**src/csdv_pkg.sv**
```systemverilog
// package for the configuration store discard / verify block
// assumes a single 50 MHz clock and an avalon-mm slave register port
package csdv_pkg;
    localparam logic [31:0] CSDV_KEY_SAVE    = 32'h65766173;
    localparam logic [31:0] CSDV_KEY_DISCARD = 32'h64616F6C;
    localparam logic [31:0] CSDV_KEY_REBOOT  = 32'h746F6F62;
    localparam logic [31:0] CSDV_SAVE_DONE   = 32'h00000001;
    // word addresses: 0x00..0x0F save subindex n, 0x10..0x1F discard subindex n, 0x20 reboot
    localparam logic [7:0]  CSDV_OFS_SAVE    = 8'h00;
    localparam logic [7:0]  CSDV_OFS_DISC    = 8'h10;
    localparam logic [7:0]  CSDV_OFS_REBOOT  = 8'h20;
    localparam logic [7:0]  CSDV_OFS_MARK1   = 8'h21;
    localparam logic [7:0]  CSDV_OFS_MARK2   = 8'h22;
    localparam logic [7:0]  CSDV_OFS_OBJ     = 8'h23;
    localparam logic [7:0]  CSDV_OFS_STATUS  = 8'h24;
    localparam logic [7:0]  CSDV_OFS_BUSY    = 8'h25;
    // category mask bits (from subindex codes)
    localparam logic [3:0]  CSDV_SUB_ALL     = 4'h1;
    localparam logic [3:0]  CSDV_SUB_TUNING  = 4'h6;
    localparam logic [3:0]  CSDV_SUB_RTU     = 4'hB;
    localparam logic [3:0]  CSDV_SUB_ETH     = 4'hC;
    localparam logic [15:0] CSDV_CAT_VALID   = 16'h187C;
    localparam logic [15:0] CSDV_CAT_FACTORY = 16'h003C;
    // save duration, 1 ms at 50 MHz; shortened by parameter in simulation
    localparam int          CSDV_SAVE_US     = 1000;
    localparam int          CSDV_CLK_MHZ     = 50;
    localparam int          CSDV_SAVE_CYC    = CSDV_SAVE_US * CSDV_CLK_MHZ;
    localparam logic [31:0] CSDV_ZERO        = 32'h00000000;
    typedef enum logic [2:0] {
        CSDV_IDLE = 3'b001,
        CSDV_SAVE = 3'b010,
        CSDV_DONE = 3'b100
    } csdv_state_t;
endpackage

```
**src/csdv_store.sv**
```systemverilog
// configuration store control: save, discard, reboot and modification markers
// assumes avalon-mm master holding requests until waitrequest low
//
// The register addresses and the Avalon-MM interface to the registers were chosen for this implementation.
`timescale 1ns/100ps
module csdv_store
    import csdv_pkg::*;
#(
    parameter int SAVE_CYC = CSDV_SAVE_CYC      // save duration in cycles
)(
    input  wire logic        sys_clk_in,         // 50 MHz clock
    input  wire logic        rst_in,             // sync reset, high
    input  wire logic [7:0]  avs_address_in,     // word address
    input  wire logic        avs_read_in,        // read strobe
    input  wire logic        avs_write_in,       // write strobe
    input  wire logic [31:0] avs_writedata_in,   // write data
    output logic      [31:0] avs_readdata_out,   // read data
    output logic             avs_waitrequest_out,// stall
    output logic             restart_out,        // one-cycle controller restart
    output logic      [15:0] save_cat_out,       // categories being saved
    output logic      [15:0] discard_pend_out    // categories discarded at restart
);
    csdv_state_t state_reg, state_next;
    logic [31:0] save_sub_reg [16];
    logic [31:0] save_sub_next [16];
    logic [31:0] mark1_reg, mark1_next, mark2_reg, mark2_next;
    logic [15:0] disc_reg, disc_next, scat_reg, scat_next;
    logic [3:0]  ssub_reg, ssub_next;
    logic [31:0] cnt_reg, cnt_next;
    logic [31:0] rdata_reg, rdata_next;
    logic        ack_reg, ack_next, rst_o_reg, rst_o_next;
    logic        wait_next;
    logic [31:0] smark1_reg, smark1_next, smark2_reg, smark2_next;

    // map a subindex to its category mask
    function automatic logic [15:0] cat_mask(input logic [3:0] sub);
        logic [15:0] m;
        m = 16'h0000;
        if (sub == CSDV_SUB_ALL)
            m = CSDV_CAT_FACTORY;
        else
            m = CSDV_CAT_VALID & (16'h0001 << sub);
        return m;
    endfunction

    // true when a word address falls in the 16-word group of a base offset
    function automatic logic grp_hit(input logic [7:0] a, input logic [7:0] base);
        return a[7:4] == base[7:4];
    endfunction

    logic acc, wr, rd;
    logic [3:0] sub;
    assign acc = (avs_read_in | avs_write_in) & ~ack_reg;
    assign wr  = avs_write_in & ~ack_reg;
    assign rd  = avs_read_in & ~ack_reg;
    assign sub = avs_address_in[3:0];

    // next-state logic for bus, save engine, markers
    always_comb
    begin
        state_next = state_reg;
        save_sub_next = save_sub_reg;
        mark1_next = mark1_reg;
        mark2_next = mark2_reg;
        disc_next  = disc_reg;
        scat_next  = scat_reg;
        ssub_next  = ssub_reg;
        cnt_next   = cnt_reg;
        rdata_next = rdata_reg;
        ack_next   = acc;
        wait_next  = ~acc;                                  // low only in the acknowledge cycle
        rst_o_next = 1'b0;
        smark1_next = smark1_reg;
        smark2_next = smark2_reg;
        // write side effects per address group
        if (wr)
        begin
            if (grp_hit(avs_address_in, CSDV_OFS_SAVE))
            begin
                save_sub_next[sub] = avs_writedata_in;
                if (sub != CSDV_SUB_ALL)
                begin
                    mark1_next = CSDV_ZERO;
                    mark2_next = CSDV_ZERO;
                end
                if (state_reg == CSDV_IDLE && avs_writedata_in == CSDV_KEY_SAVE
                    && cat_mask(sub) != 16'h0000)
                begin
                    state_next = CSDV_SAVE;
                    ssub_next  = sub;
                    scat_next  = (sub == CSDV_SUB_ALL) ? CSDV_CAT_FACTORY : cat_mask(sub);
                    cnt_next   = 32'h00000000;
                end
            end
            else if (grp_hit(avs_address_in, CSDV_OFS_DISC))
            begin
                mark1_next = CSDV_ZERO;
                mark2_next = CSDV_ZERO;
                if (avs_writedata_in == CSDV_KEY_DISCARD)
                    disc_next = disc_reg | cat_mask(sub);
            end
            else if (avs_address_in == CSDV_OFS_REBOOT)
            begin
                mark1_next = CSDV_ZERO;
                mark2_next = CSDV_ZERO;
                if (avs_writedata_in == CSDV_KEY_REBOOT)
                    rst_o_next = 1'b1;
            end
            else if (avs_address_in == CSDV_OFS_MARK1)
                mark1_next = avs_writedata_in;
            else if (avs_address_in == CSDV_OFS_MARK2)
                mark2_next = avs_writedata_in;
            else if (avs_address_in == CSDV_OFS_OBJ)
            begin
                mark1_next = CSDV_ZERO;
                mark2_next = CSDV_ZERO;
            end
        end
        // read data mux, held until the next read
        if (rd)
        begin
            if (grp_hit(avs_address_in, CSDV_OFS_SAVE))
                rdata_next = save_sub_reg[sub];
            else if (avs_address_in == CSDV_OFS_MARK1)
                rdata_next = mark1_reg;
            else if (avs_address_in == CSDV_OFS_MARK2)
                rdata_next = mark2_reg;
            else if (avs_address_in == CSDV_OFS_STATUS)
                rdata_next = {16'h0000, disc_reg};
            else if (avs_address_in == CSDV_OFS_BUSY)
                rdata_next = {29'h00000000, state_reg};
            else
                rdata_next = CSDV_ZERO;
        end
        // save engine: count, then post the done value
        unique case (state_reg)
            CSDV_IDLE: ;
            CSDV_SAVE:
            begin
                cnt_next = cnt_reg + 32'h00000001;
                if (cnt_reg == SAVE_CYC - 1)
                begin
                    state_next = CSDV_DONE;
                    if (ssub_reg == CSDV_SUB_ALL)
                    begin
                        smark1_next = mark1_reg;
                        smark2_next = mark2_reg;
                    end
                end
            end
            CSDV_DONE:
            begin
                save_sub_next[ssub_reg] = CSDV_SAVE_DONE;
                scat_next  = 16'h0000;
                state_next = CSDV_IDLE;
            end
        endcase
        // restart drops pending discards and reloads saved markers
        if (rst_o_reg)
        begin
            disc_next  = 16'h0000;                          // applied at restart
            mark1_next = smark1_reg;
            mark2_next = smark2_reg;
        end
    end

    // registers
    always_ff @(posedge sys_clk_in)
    begin
        if (rst_in)
        begin
            state_reg <= CSDV_IDLE;
            for (int i = 0; i < 16; i++)
                save_sub_reg[i] <= CSDV_ZERO;
            mark1_reg <= CSDV_ZERO;
            mark2_reg <= CSDV_ZERO;
            smark1_reg <= CSDV_ZERO;
            smark2_reg <= CSDV_ZERO;
            disc_reg  <= 16'h0000;
            scat_reg  <= 16'h0000;
            ssub_reg  <= 4'h0;
            cnt_reg   <= 32'h00000000;
            rdata_reg <= CSDV_ZERO;
            ack_reg   <= 1'b0;
            rst_o_reg <= 1'b0;
        end
        else
        begin
            state_reg <= state_next;
            save_sub_reg <= save_sub_next;
            mark1_reg <= mark1_next;
            mark2_reg <= mark2_next;
            smark1_reg <= smark1_next;
            smark2_reg <= smark2_next;
            disc_reg  <= disc_next;
            scat_reg  <= scat_next;
            ssub_reg  <= ssub_next;
            cnt_reg   <= cnt_next;
            rdata_reg <= rdata_next;
            ack_reg   <= ack_next;
            rst_o_reg <= rst_o_next;
        end
    end

    // waitrequest is low only in the acknowledge cycle
    always_ff @(posedge sys_clk_in)
    begin
        if (rst_in)
            avs_waitrequest_out <= 1'b1;
        else
            avs_waitrequest_out <= wait_next;
    end

    assign avs_readdata_out = rdata_reg;
    assign restart_out      = rst_o_reg;
    assign save_cat_out     = scat_reg;
    assign discard_pend_out = disc_reg;

    // key handling, markers and completion
    a_done_value: assert property (@(posedge sys_clk_in) disable iff (rst_in)
        state_reg == CSDV_DONE |=> save_sub_reg[ssub_reg] == CSDV_SAVE_DONE)
        else $error("save completion value not written");
    a_bad_reboot: assert property (@(posedge sys_clk_in) disable iff (rst_in)
        wr && avs_address_in == CSDV_OFS_REBOOT && avs_writedata_in != CSDV_KEY_REBOOT
        |=> !restart_out)
        else $error("restart from wrong key");
    a_reboot_go: assert property (@(posedge sys_clk_in) disable iff (rst_in)
        wr && avs_address_in == CSDV_OFS_REBOOT && avs_writedata_in == CSDV_KEY_REBOOT
        |=> restart_out)
        else $error("restart missing");
    a_factory_mask: assert property (@(posedge sys_clk_in) disable iff (rst_in)
        !discard_pend_out[6] |-> ##1 !(discard_pend_out[6]
        && !$past(wr && grp_hit(avs_address_in, CSDV_OFS_DISC) && sub == CSDV_SUB_TUNING)))
        else $error("tuning discarded without subindex 06");
    a_mark_clear: assert property (@(posedge sys_clk_in) disable iff (rst_in)
        wr && avs_address_in == CSDV_OFS_OBJ && !rst_o_reg |=> mark1_reg == CSDV_ZERO && mark2_reg == CSDV_ZERO)
        else $error("marker not cleared");
    a_mark_write: assert property (@(posedge sys_clk_in) disable iff (rst_in)
        wr && avs_address_in == CSDV_OFS_MARK1 && !rst_o_reg
        |=> mark1_reg == $past(avs_writedata_in))
        else $error("marker not written");
    a_disc_hold: assert property (@(posedge sys_clk_in) disable iff (rst_in)
        discard_pend_out[2] && !restart_out |=> discard_pend_out[2])
        else $error("discard lost before restart");
    a_save_start: assert property (@(posedge sys_clk_in) disable iff (rst_in)
        wr && avs_address_in == CSDV_OFS_SAVE + 8'h01 && avs_writedata_in == CSDV_KEY_SAVE
        && state_reg == CSDV_IDLE |=> state_reg == CSDV_SAVE)
        else $error("save not started");

    // discard marking and refusal
    a_disc_single: assert property (@(posedge sys_clk_in) disable iff (rst_in)
        wr && grp_hit(avs_address_in, CSDV_OFS_DISC) && avs_writedata_in == CSDV_KEY_DISCARD
        && sub != CSDV_SUB_ALL && CSDV_CAT_VALID[sub] |=> discard_pend_out[$past(sub)])
        else $error("discard key did not mark its category");
    a_disc_factory: assert property (@(posedge sys_clk_in) disable iff (rst_in)
        wr && avs_address_in == CSDV_OFS_DISC + 8'h01 && avs_writedata_in == CSDV_KEY_DISCARD
        |=> discard_pend_out[5:2] == 4'hF)
        else $error("factory discard missed a category");
    a_disc_spare: assert property (@(posedge sys_clk_in) disable iff (rst_in)
        wr && avs_address_in == CSDV_OFS_DISC + 8'h01
        |=> (discard_pend_out & (CSDV_CAT_VALID & ~CSDV_CAT_FACTORY))
            == $past(discard_pend_out & (CSDV_CAT_VALID & ~CSDV_CAT_FACTORY)))
        else $error("factory discard touched a spared category");
    a_wrong_disc: assert property (@(posedge sys_clk_in) disable iff (rst_in)
        wr && grp_hit(avs_address_in, CSDV_OFS_DISC) && avs_writedata_in != CSDV_KEY_DISCARD
        |=> discard_pend_out == $past(discard_pend_out))
        else $error("discard from wrong key");

    // save engine and marker handling
    a_wrong_save: assert property (@(posedge sys_clk_in) disable iff (rst_in)
        wr && grp_hit(avs_address_in, CSDV_OFS_SAVE) && avs_writedata_in != CSDV_KEY_SAVE
        && state_reg == CSDV_IDLE |=> state_reg == CSDV_IDLE)
        else $error("save from wrong key");
    a_save_clear: assert property (@(posedge sys_clk_in) disable iff (rst_in)
        wr && grp_hit(avs_address_in, CSDV_OFS_SAVE) && sub != CSDV_SUB_ALL
        |=> mark1_reg == CSDV_ZERO && mark2_reg == CSDV_ZERO)
        else $error("save subindex write kept markers");
    a_save_keep: assert property (@(posedge sys_clk_in) disable iff (rst_in)
        wr && avs_address_in == CSDV_OFS_SAVE + 8'h01
        |=> mark1_reg == $past(mark1_reg) && mark2_reg == $past(mark2_reg))
        else $error("save-all write cleared markers");
    a_save_record: assert property (@(posedge sys_clk_in) disable iff (rst_in)
        state_reg == CSDV_SAVE && cnt_reg == SAVE_CYC - 1 && ssub_reg == CSDV_SUB_ALL
        |=> smark1_reg == $past(mark1_reg) && smark2_reg == $past(mark2_reg))
        else $error("markers not stored with save-all");
    a_save_bound: assert property (@(posedge sys_clk_in) disable iff (rst_in)
        state_reg == CSDV_SAVE |-> cnt_reg < SAVE_CYC)
        else $error("save ran past its length");

    // restart and bus handshake
    a_restart_pulse: assert property (@(posedge sys_clk_in) disable iff (rst_in)
        restart_out |=> !restart_out)
        else $error("restart longer than one cycle");
    a_restart_clear: assert property (@(posedge sys_clk_in) disable iff (rst_in)
        restart_out |=> discard_pend_out == 16'h0000)
        else $error("pending discards kept past restart");
    a_restart_marks: assert property (@(posedge sys_clk_in) disable iff (rst_in)
        restart_out |=> mark1_reg == $past(smark1_reg) && mark2_reg == $past(smark2_reg))
        else $error("markers not reloaded at restart");
    a_wait_pulse: assert property (@(posedge sys_clk_in) disable iff (rst_in)
        !avs_waitrequest_out |=> avs_waitrequest_out)
        else $error("waitrequest low for more than one cycle");

    // main scenarios
    c_save_all: cover property (@(posedge sys_clk_in) state_reg == CSDV_DONE && ssub_reg == CSDV_SUB_ALL);
    c_discard: cover property (@(posedge sys_clk_in) discard_pend_out != 16'h0000);
    c_restart: cover property (@(posedge sys_clk_in) restart_out);
    c_tuning_disc: cover property (@(posedge sys_clk_in) discard_pend_out[6]);
    c_save_refused: cover property (@(posedge sys_clk_in) wr && grp_hit(avs_address_in, CSDV_OFS_SAVE)
        && avs_writedata_in == CSDV_KEY_SAVE && state_reg != CSDV_IDLE);
endmodule // csdv_store

```
**config.mk**
```make
export PLATFORM = sky130hd
export DESIGN_NAME = csdv_store
export DESIGN_NICKNAME = d
export VERILOG_FILES = /design/src/csdv_pkg.sv /design/src/csdv_store.sv
export SDC_FILE = /design/constraint.sdc
export NUM_CORES = 2
export LEC_CHECK = 0
export BUFFER_PORTS_ARGS = -buffer_cell sky130_fd_sc_hd__buf_4
export CAP_MARGIN = 25
export CORE_ASPECT_RATIO = 0.8
export CORE_UTILIZATION = 50
export CTS_BUF_LIST = sky130_fd_sc_hd__clkbuf_8
export DETAILED_ROUTE_END_ITERATION = 12
export GPL_TIMING_DRIVEN = 0
export PLACE_DENSITY = 0.66
export SLEW_MARGIN = 40
export SYNTH_ARGS = -nofsm -noshare
export SYNTH_HDL_FRONTEND = slang
export SYNTH_SLANG_ARGS = --single-unit
```
**constraint.sdc**
```tcl
create_clock -name sys_clk_in -period 3.3 [get_ports sys_clk_in]
set_input_delay 0.66 -clock sys_clk_in [delete_from_list [all_inputs] [get_ports sys_clk_in]]
set_output_delay 0.66 -clock sys_clk_in [all_outputs]
set_load 0.02 [all_outputs]
```
==> flow_summary.html <==
<table>
<tr><th>Metric</th><th>Value</th></tr>
<tr><th colspan="2">Yosys</th></tr>
<tr><td>Flop and latch count out of synthesis</td><td>728</td></tr>
<tr><td>Top cell type's share of synthesized area</td><td>between 40% and 50%</td></tr>
<tr><td>Primary FF master, synth</td><td>sky130_fd_sc_hd__dfxtp_1</td></tr>
<tr><td>Post-Syn Area per Cell</td><td>approximately 8.5 µm²</td></tr>
<tr><td>Top cells by area in the synthesized netlist</td><td>sky130_fd_sc_hd__dfxtp_1 (46%), sky130_fd_sc_hd__nand2_1 (13%), sky130_fd_sc_hd__a21oi_1 (7.7%)</td></tr>
<tr><td>Synthesized instance count</td><td>3710</td></tr>
<tr><td>Sequential fraction of the synthesis area</td><td>between 40% and 50%</td></tr>
<tr><td>Count of flip-flops with a built-in enable after synthesis</td><td>0</td></tr>
<tr><td>Synth unique cells</td><td>77</td></tr>
<tr><td>Cell Area, Synth</td><td>~32000 µm²</td></tr>
<tr><td>Yosys synthesis warning count</td><td>0</td></tr>
<tr><td>Asr flop ratio synth</td><td>0%</td></tr>
<tr><td>Synth area leader</td><td>sky130_fd_sc_hd__dfxtp_1</td></tr>
<tr><th colspan="2">Critical path</th></tr>
<tr><td>Buffers &amp; Inverters on Critical Path</td><td>4</td></tr>
<tr><td>Critical-path cell list</td><td>buf_4 -&gt; buf_2 -&gt; buf_2 -&gt; nand3b_1 -&gt; clkbuf_1 -&gt; o22ai_1 -&gt; a211oi_1 -&gt; nand2_1 -&gt; a32o_1</td></tr>
<tr><td>Slowest cell delay on critical path</td><td>0.68 ns</td></tr>
<tr><td>Largest delay contributor family on the critical path</td><td>buffers and inverters</td></tr>
<tr><td>Largest fanout on the critical path</td><td>10</td></tr>
<tr><td>Most used cell along the critical path</td><td>sky130_fd_sc_hd__buf_2</td></tr>
<tr><td>Required time of the worst setup path</td><td>roughly 3.9 ns</td></tr>
<tr><td>CP max stage cell</td><td>sky130_fd_sc_hd__clkbuf_1</td></tr>
<tr><td>Worst Setup Path Type</td><td>in2reg</td></tr>
<tr><td>Type of destination of the critical path</td><td>flip-flop</td></tr>
<tr><td>Type of element launching the critical path</td><td>input pin</td></tr>
<tr><td>Data arrival time of the critical path</td><td>~3.5 ns</td></tr>
<tr><th colspan="2">Power</th></tr>
<tr><td>Overall power of the completed layout</td><td>17.5 mW</td></tr>
<tr><td>Power Dens Cells</td><td>492 nW/µm²</td></tr>
<tr><td>Maximum VDD drop</td><td>approximately 0.3 mV</td></tr>
<tr><td>Leakage power</td><td>12.1 nW</td></tr>
<tr><th colspan="2">Clocking</th></tr>
<tr><td>Number of buffers inserted during clock tree synthesis</td><td>between 100 and 150</td></tr>
<tr><td>Clock tree from TritonCTS</td><td>built</td></tr>
<tr><td>Clock latency of the later-clocked register in the worst-skew pair</td><td>between 0.7 and 0.8 ns</td></tr>
<tr><td>Post-CTS setup-driven buffer insertion count</td><td>0</td></tr>
<tr><td>Clk slew on worst S/H paths</td><td>~0.060 ns</td></tr>
<tr><td>H-tree depth</td><td>3</td></tr>
<tr><td>Count of hold-fix buffers inserted at cts</td><td>0</td></tr>
<tr><td>Number of gates resized after cts</td><td>0</td></tr>
<tr><td>Sink count of the clock tree</td><td>about 730</td></tr>
<tr><td>Maximum count of clock buffers along a single path</td><td>3</td></tr>
<tr><td>Clock root cell</td><td>sky130_fd_sc_hd__clkbuf_8</td></tr>
<tr><th colspan="2">Global route</th></tr>
<tr><td>Antenna violations before repair</td><td>3</td></tr>
<tr><td>Wire length of the first global-routing pass</td><td>~170000 µm</td></tr>
<tr><td>Largest net degree at the start of global routing</td><td>15</td></tr>
<tr><td>Gr usage total</td><td>between 30% and 40%</td></tr>
<tr><td>Total congestion overflow</td><td>0</td></tr>
<tr><td>Vias in the first global route</td><td>~27000</td></tr>
<tr><th colspan="2">Timing</th></tr>
<tr><td>Max-slew headroom</td><td>between 30% and 40%</td></tr>
<tr><td>Hold Worst Slack</td><td>0.208 ns</td></tr>
<tr><td>Min Tclk post-route</td><td>2.91 ns</td></tr>
<tr><td>Worst Tran Pin Value</td><td>1.04 ns</td></tr>
<tr><td>Final hold viol count</td><td>0</td></tr>
<tr><td>Setup-failing EPs final</td><td>0</td></tr>
<tr><td>Number of pins with negative max-slew slack in the final report</td><td>0</td></tr>
<tr><td>RSZ-0062 raised after global routing</td><td>false</td></tr>
<tr><td>Clock tree skew after final layout</td><td>~0.042 ns</td></tr>
<tr><td>Maximum clock rate</td><td>between 300 and 400 MHz</td></tr>
<tr><td>Final clock period utilization by the worst path</td><td>88.2%</td></tr>
<tr><td>Accumulated negative setup slack</td><td>0 ns</td></tr>
<tr><td>Final setup slack of the worst path</td><td>approximately 0.39 ns</td></tr>
<tr><th colspan="2">Drt</th></tr>
<tr><td>Vias after detailed routing</td><td>a little under 30000</td></tr>
<tr><td>Routed wire length</td><td>~120000 µm</td></tr>
<tr><td>Post-detailed-route wirelength per cell</td><td>roughly 24 µm</td></tr>
<tr><td>DRT Pass-1 Iters</td><td>8</td></tr>
<tr><td>1st-iter DRT viols</td><td>about 3600</td></tr>
<tr><td>Detailed-route DRC error count</td><td>0</td></tr>
<tr><td>Via count normalized by instance count</td><td>~6</td></tr>
<tr><td>Antenna Violating Nets Remaining</td><td>0</td></tr>
<tr><th colspan="2">Place</th></tr>
<tr><td>Buffers added on ports</td><td>between 70 and 80</td></tr>
<tr><td>Final RePlAce weighted congestion</td><td>1.00</td></tr>
<tr><td>Pre-CTS worst setup slack</td><td>-0.236 ns</td></tr>
<tr><td>Half-perimeter wire length of the detailed placement result</td><td>82800 µm</td></tr>
<tr><th colspan="2">Finish</th></tr>
<tr><td>Area added between synthesis and finish</td><td>12.5%</td></tr>
<tr><td>Most common cell after layout, fill and taps aside</td><td>sky130_fd_sc_hd__nand2_1</td></tr>
<tr><td>Final-stage net count</td><td>approximately 4000</td></tr>
<tr><td>Leading cell types in the layout, fill and taps excluded</td><td>sky130_fd_sc_hd__nand2_1 (1058), sky130_fd_sc_hd__dfxtp_1 (728), sky130_fd_sc_hd__a21oi_1 (486), sky130_fd_sc_hd__clkbuf_1 (238), sky130_fd_sc_hd__nor2_1 (197)</td></tr>
<tr><td>Share of final-layout standard cells stronger than drive strength 1</td><td>around an eighth</td></tr>
<tr><td>Max FFs per register</td><td>~510</td></tr>
<tr><td>Finished Core Util</td><td>a little under three fifths</td></tr>
<tr><th colspan="2">Die</th></tr>
<tr><td>Vert. Die Dim</td><td>about 230 µm</td></tr>
<tr><td>CORE AREA</td><td>about 63000 µm²</td></tr>
<tr><td>Die width</td><td>around 280 µm</td></tr>
<tr><td>Number of ports placed on the die boundary</td><td>110</td></tr>
<tr><td>Initial cell density of the core</td><td>50.6%</td></tr>
<tr><td>Cell Rows</td><td>82</td></tr>
<tr><td>Die area</td><td>between 60000 and 70000 µm²</td></tr>
<tr><th colspan="2">Job</th></tr>
<tr><td># Max-Cap Violations</td><td>0</td></tr>
<tr><th colspan="2">Status</th></tr>
<tr><td>Run status</td><td>finished, final reports clean</td></tr>
<tr><th colspan="2">Min path</th></tr>
<tr><td>Worst hold path class</td><td>in2reg</td></tr>
</table>
logic make-up after synthesis:
logic type | count (synthesis) | synth area share (%)
compound gates | 875 | 17.0
xor+xnor | 5 | 0.138
flops | 728 | 46.0
buf+inv | 386 | 5.38
fa+ha+maj | 1 | 0.0395
simple gates | 1454 | 19.3
mux | 260 | 12.1
other cells | 1 | 0.0118
per-layer routing:
layer / up-vias / GRT usage [%] / part of all wire (%)
met3: 250 / 10.4 / 13
li1: 13300 / - / -
met4: 2 / 12.5 / 3.4
met5: - / 0 / 0.011
met1: 14100 / 50.4 / 42
met2: 1676 / 50.6 / 41
area by class of cell:
type,count,area (µm²)
Tap cell,840,1050
Antenna cell,1,2.50
Sequential cell,728,14600
Timing Repair Buffer,73,546
Clock inverter,51,251
Buffer,378,1690
Clock buffer,143,1970
Fill cell,5834,26900
Multi-Input combinational cell,2613,15500
Inverter,8,30.0
where the power goes:
group	switching, mW	internal [mW]	leakage [nW]
clock	3.66	3.93	1.29
sequential	0.0380	8.83	5.87
combinational	0.820	0.251	4.90
cell usage after synthesis, types with 4 or more instances:
| cell | instances |
|---|---|
| sky130_fd_sc_hd__nor2_1 | 198 |
| sky130_fd_sc_hd__a221o_1 | 23 |
| sky130_fd_sc_hd__o21ai_1 | 5 |
| sky130_fd_sc_hd__or4_1 | 12 |
| sky130_fd_sc_hd__o22ai_1 | 32 |
| sky130_fd_sc_hd__a22oi_1 | 99 |
| sky130_fd_sc_hd__nor3_1 | 26 |
| sky130_fd_sc_hd__buf_2 | 95 |
| sky130_fd_sc_hd__nand3b_1 | 4 |
| sky130_fd_sc_hd__nor3b_1 | 4 |
| sky130_fd_sc_hd__buf_1 | 4 |
| sky130_fd_sc_hd__a32o_1 | 30 |
| sky130_fd_sc_hd__a211oi_1 | 94 |
| sky130_fd_sc_hd__nand3_1 | 42 |
| sky130_fd_sc_hd__a31o_1 | 10 |
| sky130_fd_sc_hd__nand2_1 | 1058 |
| sky130_fd_sc_hd__a21o_1 | 12 |
| sky130_fd_sc_hd__o211ai_1 | 8 |
| sky130_fd_sc_hd__a31o_2 | 5 |
| sky130_fd_sc_hd__a21oi_1 | 487 |
| sky130_fd_sc_hd__or3_1 | 4 |
| sky130_fd_sc_hd__nand2b_1 | 4 |
| sky130_fd_sc_hd__nand4_1 | 16 |
| sky130_fd_sc_hd__dfxtp_1 | 728 |
| sky130_fd_sc_hd__buf_6 | 7 |
| sky130_fd_sc_hd__mux4_2 | 99 |
| sky130_fd_sc_hd__a31oi_1 | 21 |
| sky130_fd_sc_hd__clkbuf_1 | 250 |
| sky130_fd_sc_hd__o21ai_0 | 28 |
| sky130_fd_sc_hd__buf_4 | 22 |
| sky130_fd_sc_hd__and3_1 | 11 |
| sky130_fd_sc_hd__or2_2 | 4 |
| sky130_fd_sc_hd__inv_1 | 7 |
| sky130_fd_sc_hd__nor2b_1 | 10 |
| sky130_fd_sc_hd__mux2i_1 | 161 |
| sky130_fd_sc_hd__nor4_1 | 15 |
| sky130_fd_sc_hd__and2_1 | 8 |
worst paths after layout:
check | cells after the start | start | slack, ns | endpoint
setup / recovery | 9 | avs_address_in[2] | 0.39 | avs_readdata_out[20]
hold / removal | 2 | avs_read_in | 0.21 | avs_waitrequest_out
setup reg to reg | 7 | state_reg[0] | 0.60 | save_sub_reg[323]
hold reg to reg | 2 | save_sub_reg[317] | 0.45 | save_sub_reg[317]
metrics by stage:
stage	instance area, µm²	std cells
after global placement	33300	4639
after CTS	35600	4834
final	35600	4835
after floorplan	31700	3727
after global routing	35600	4834
after detailed placement	33400	4640
(Power assumes the default switching activity.)
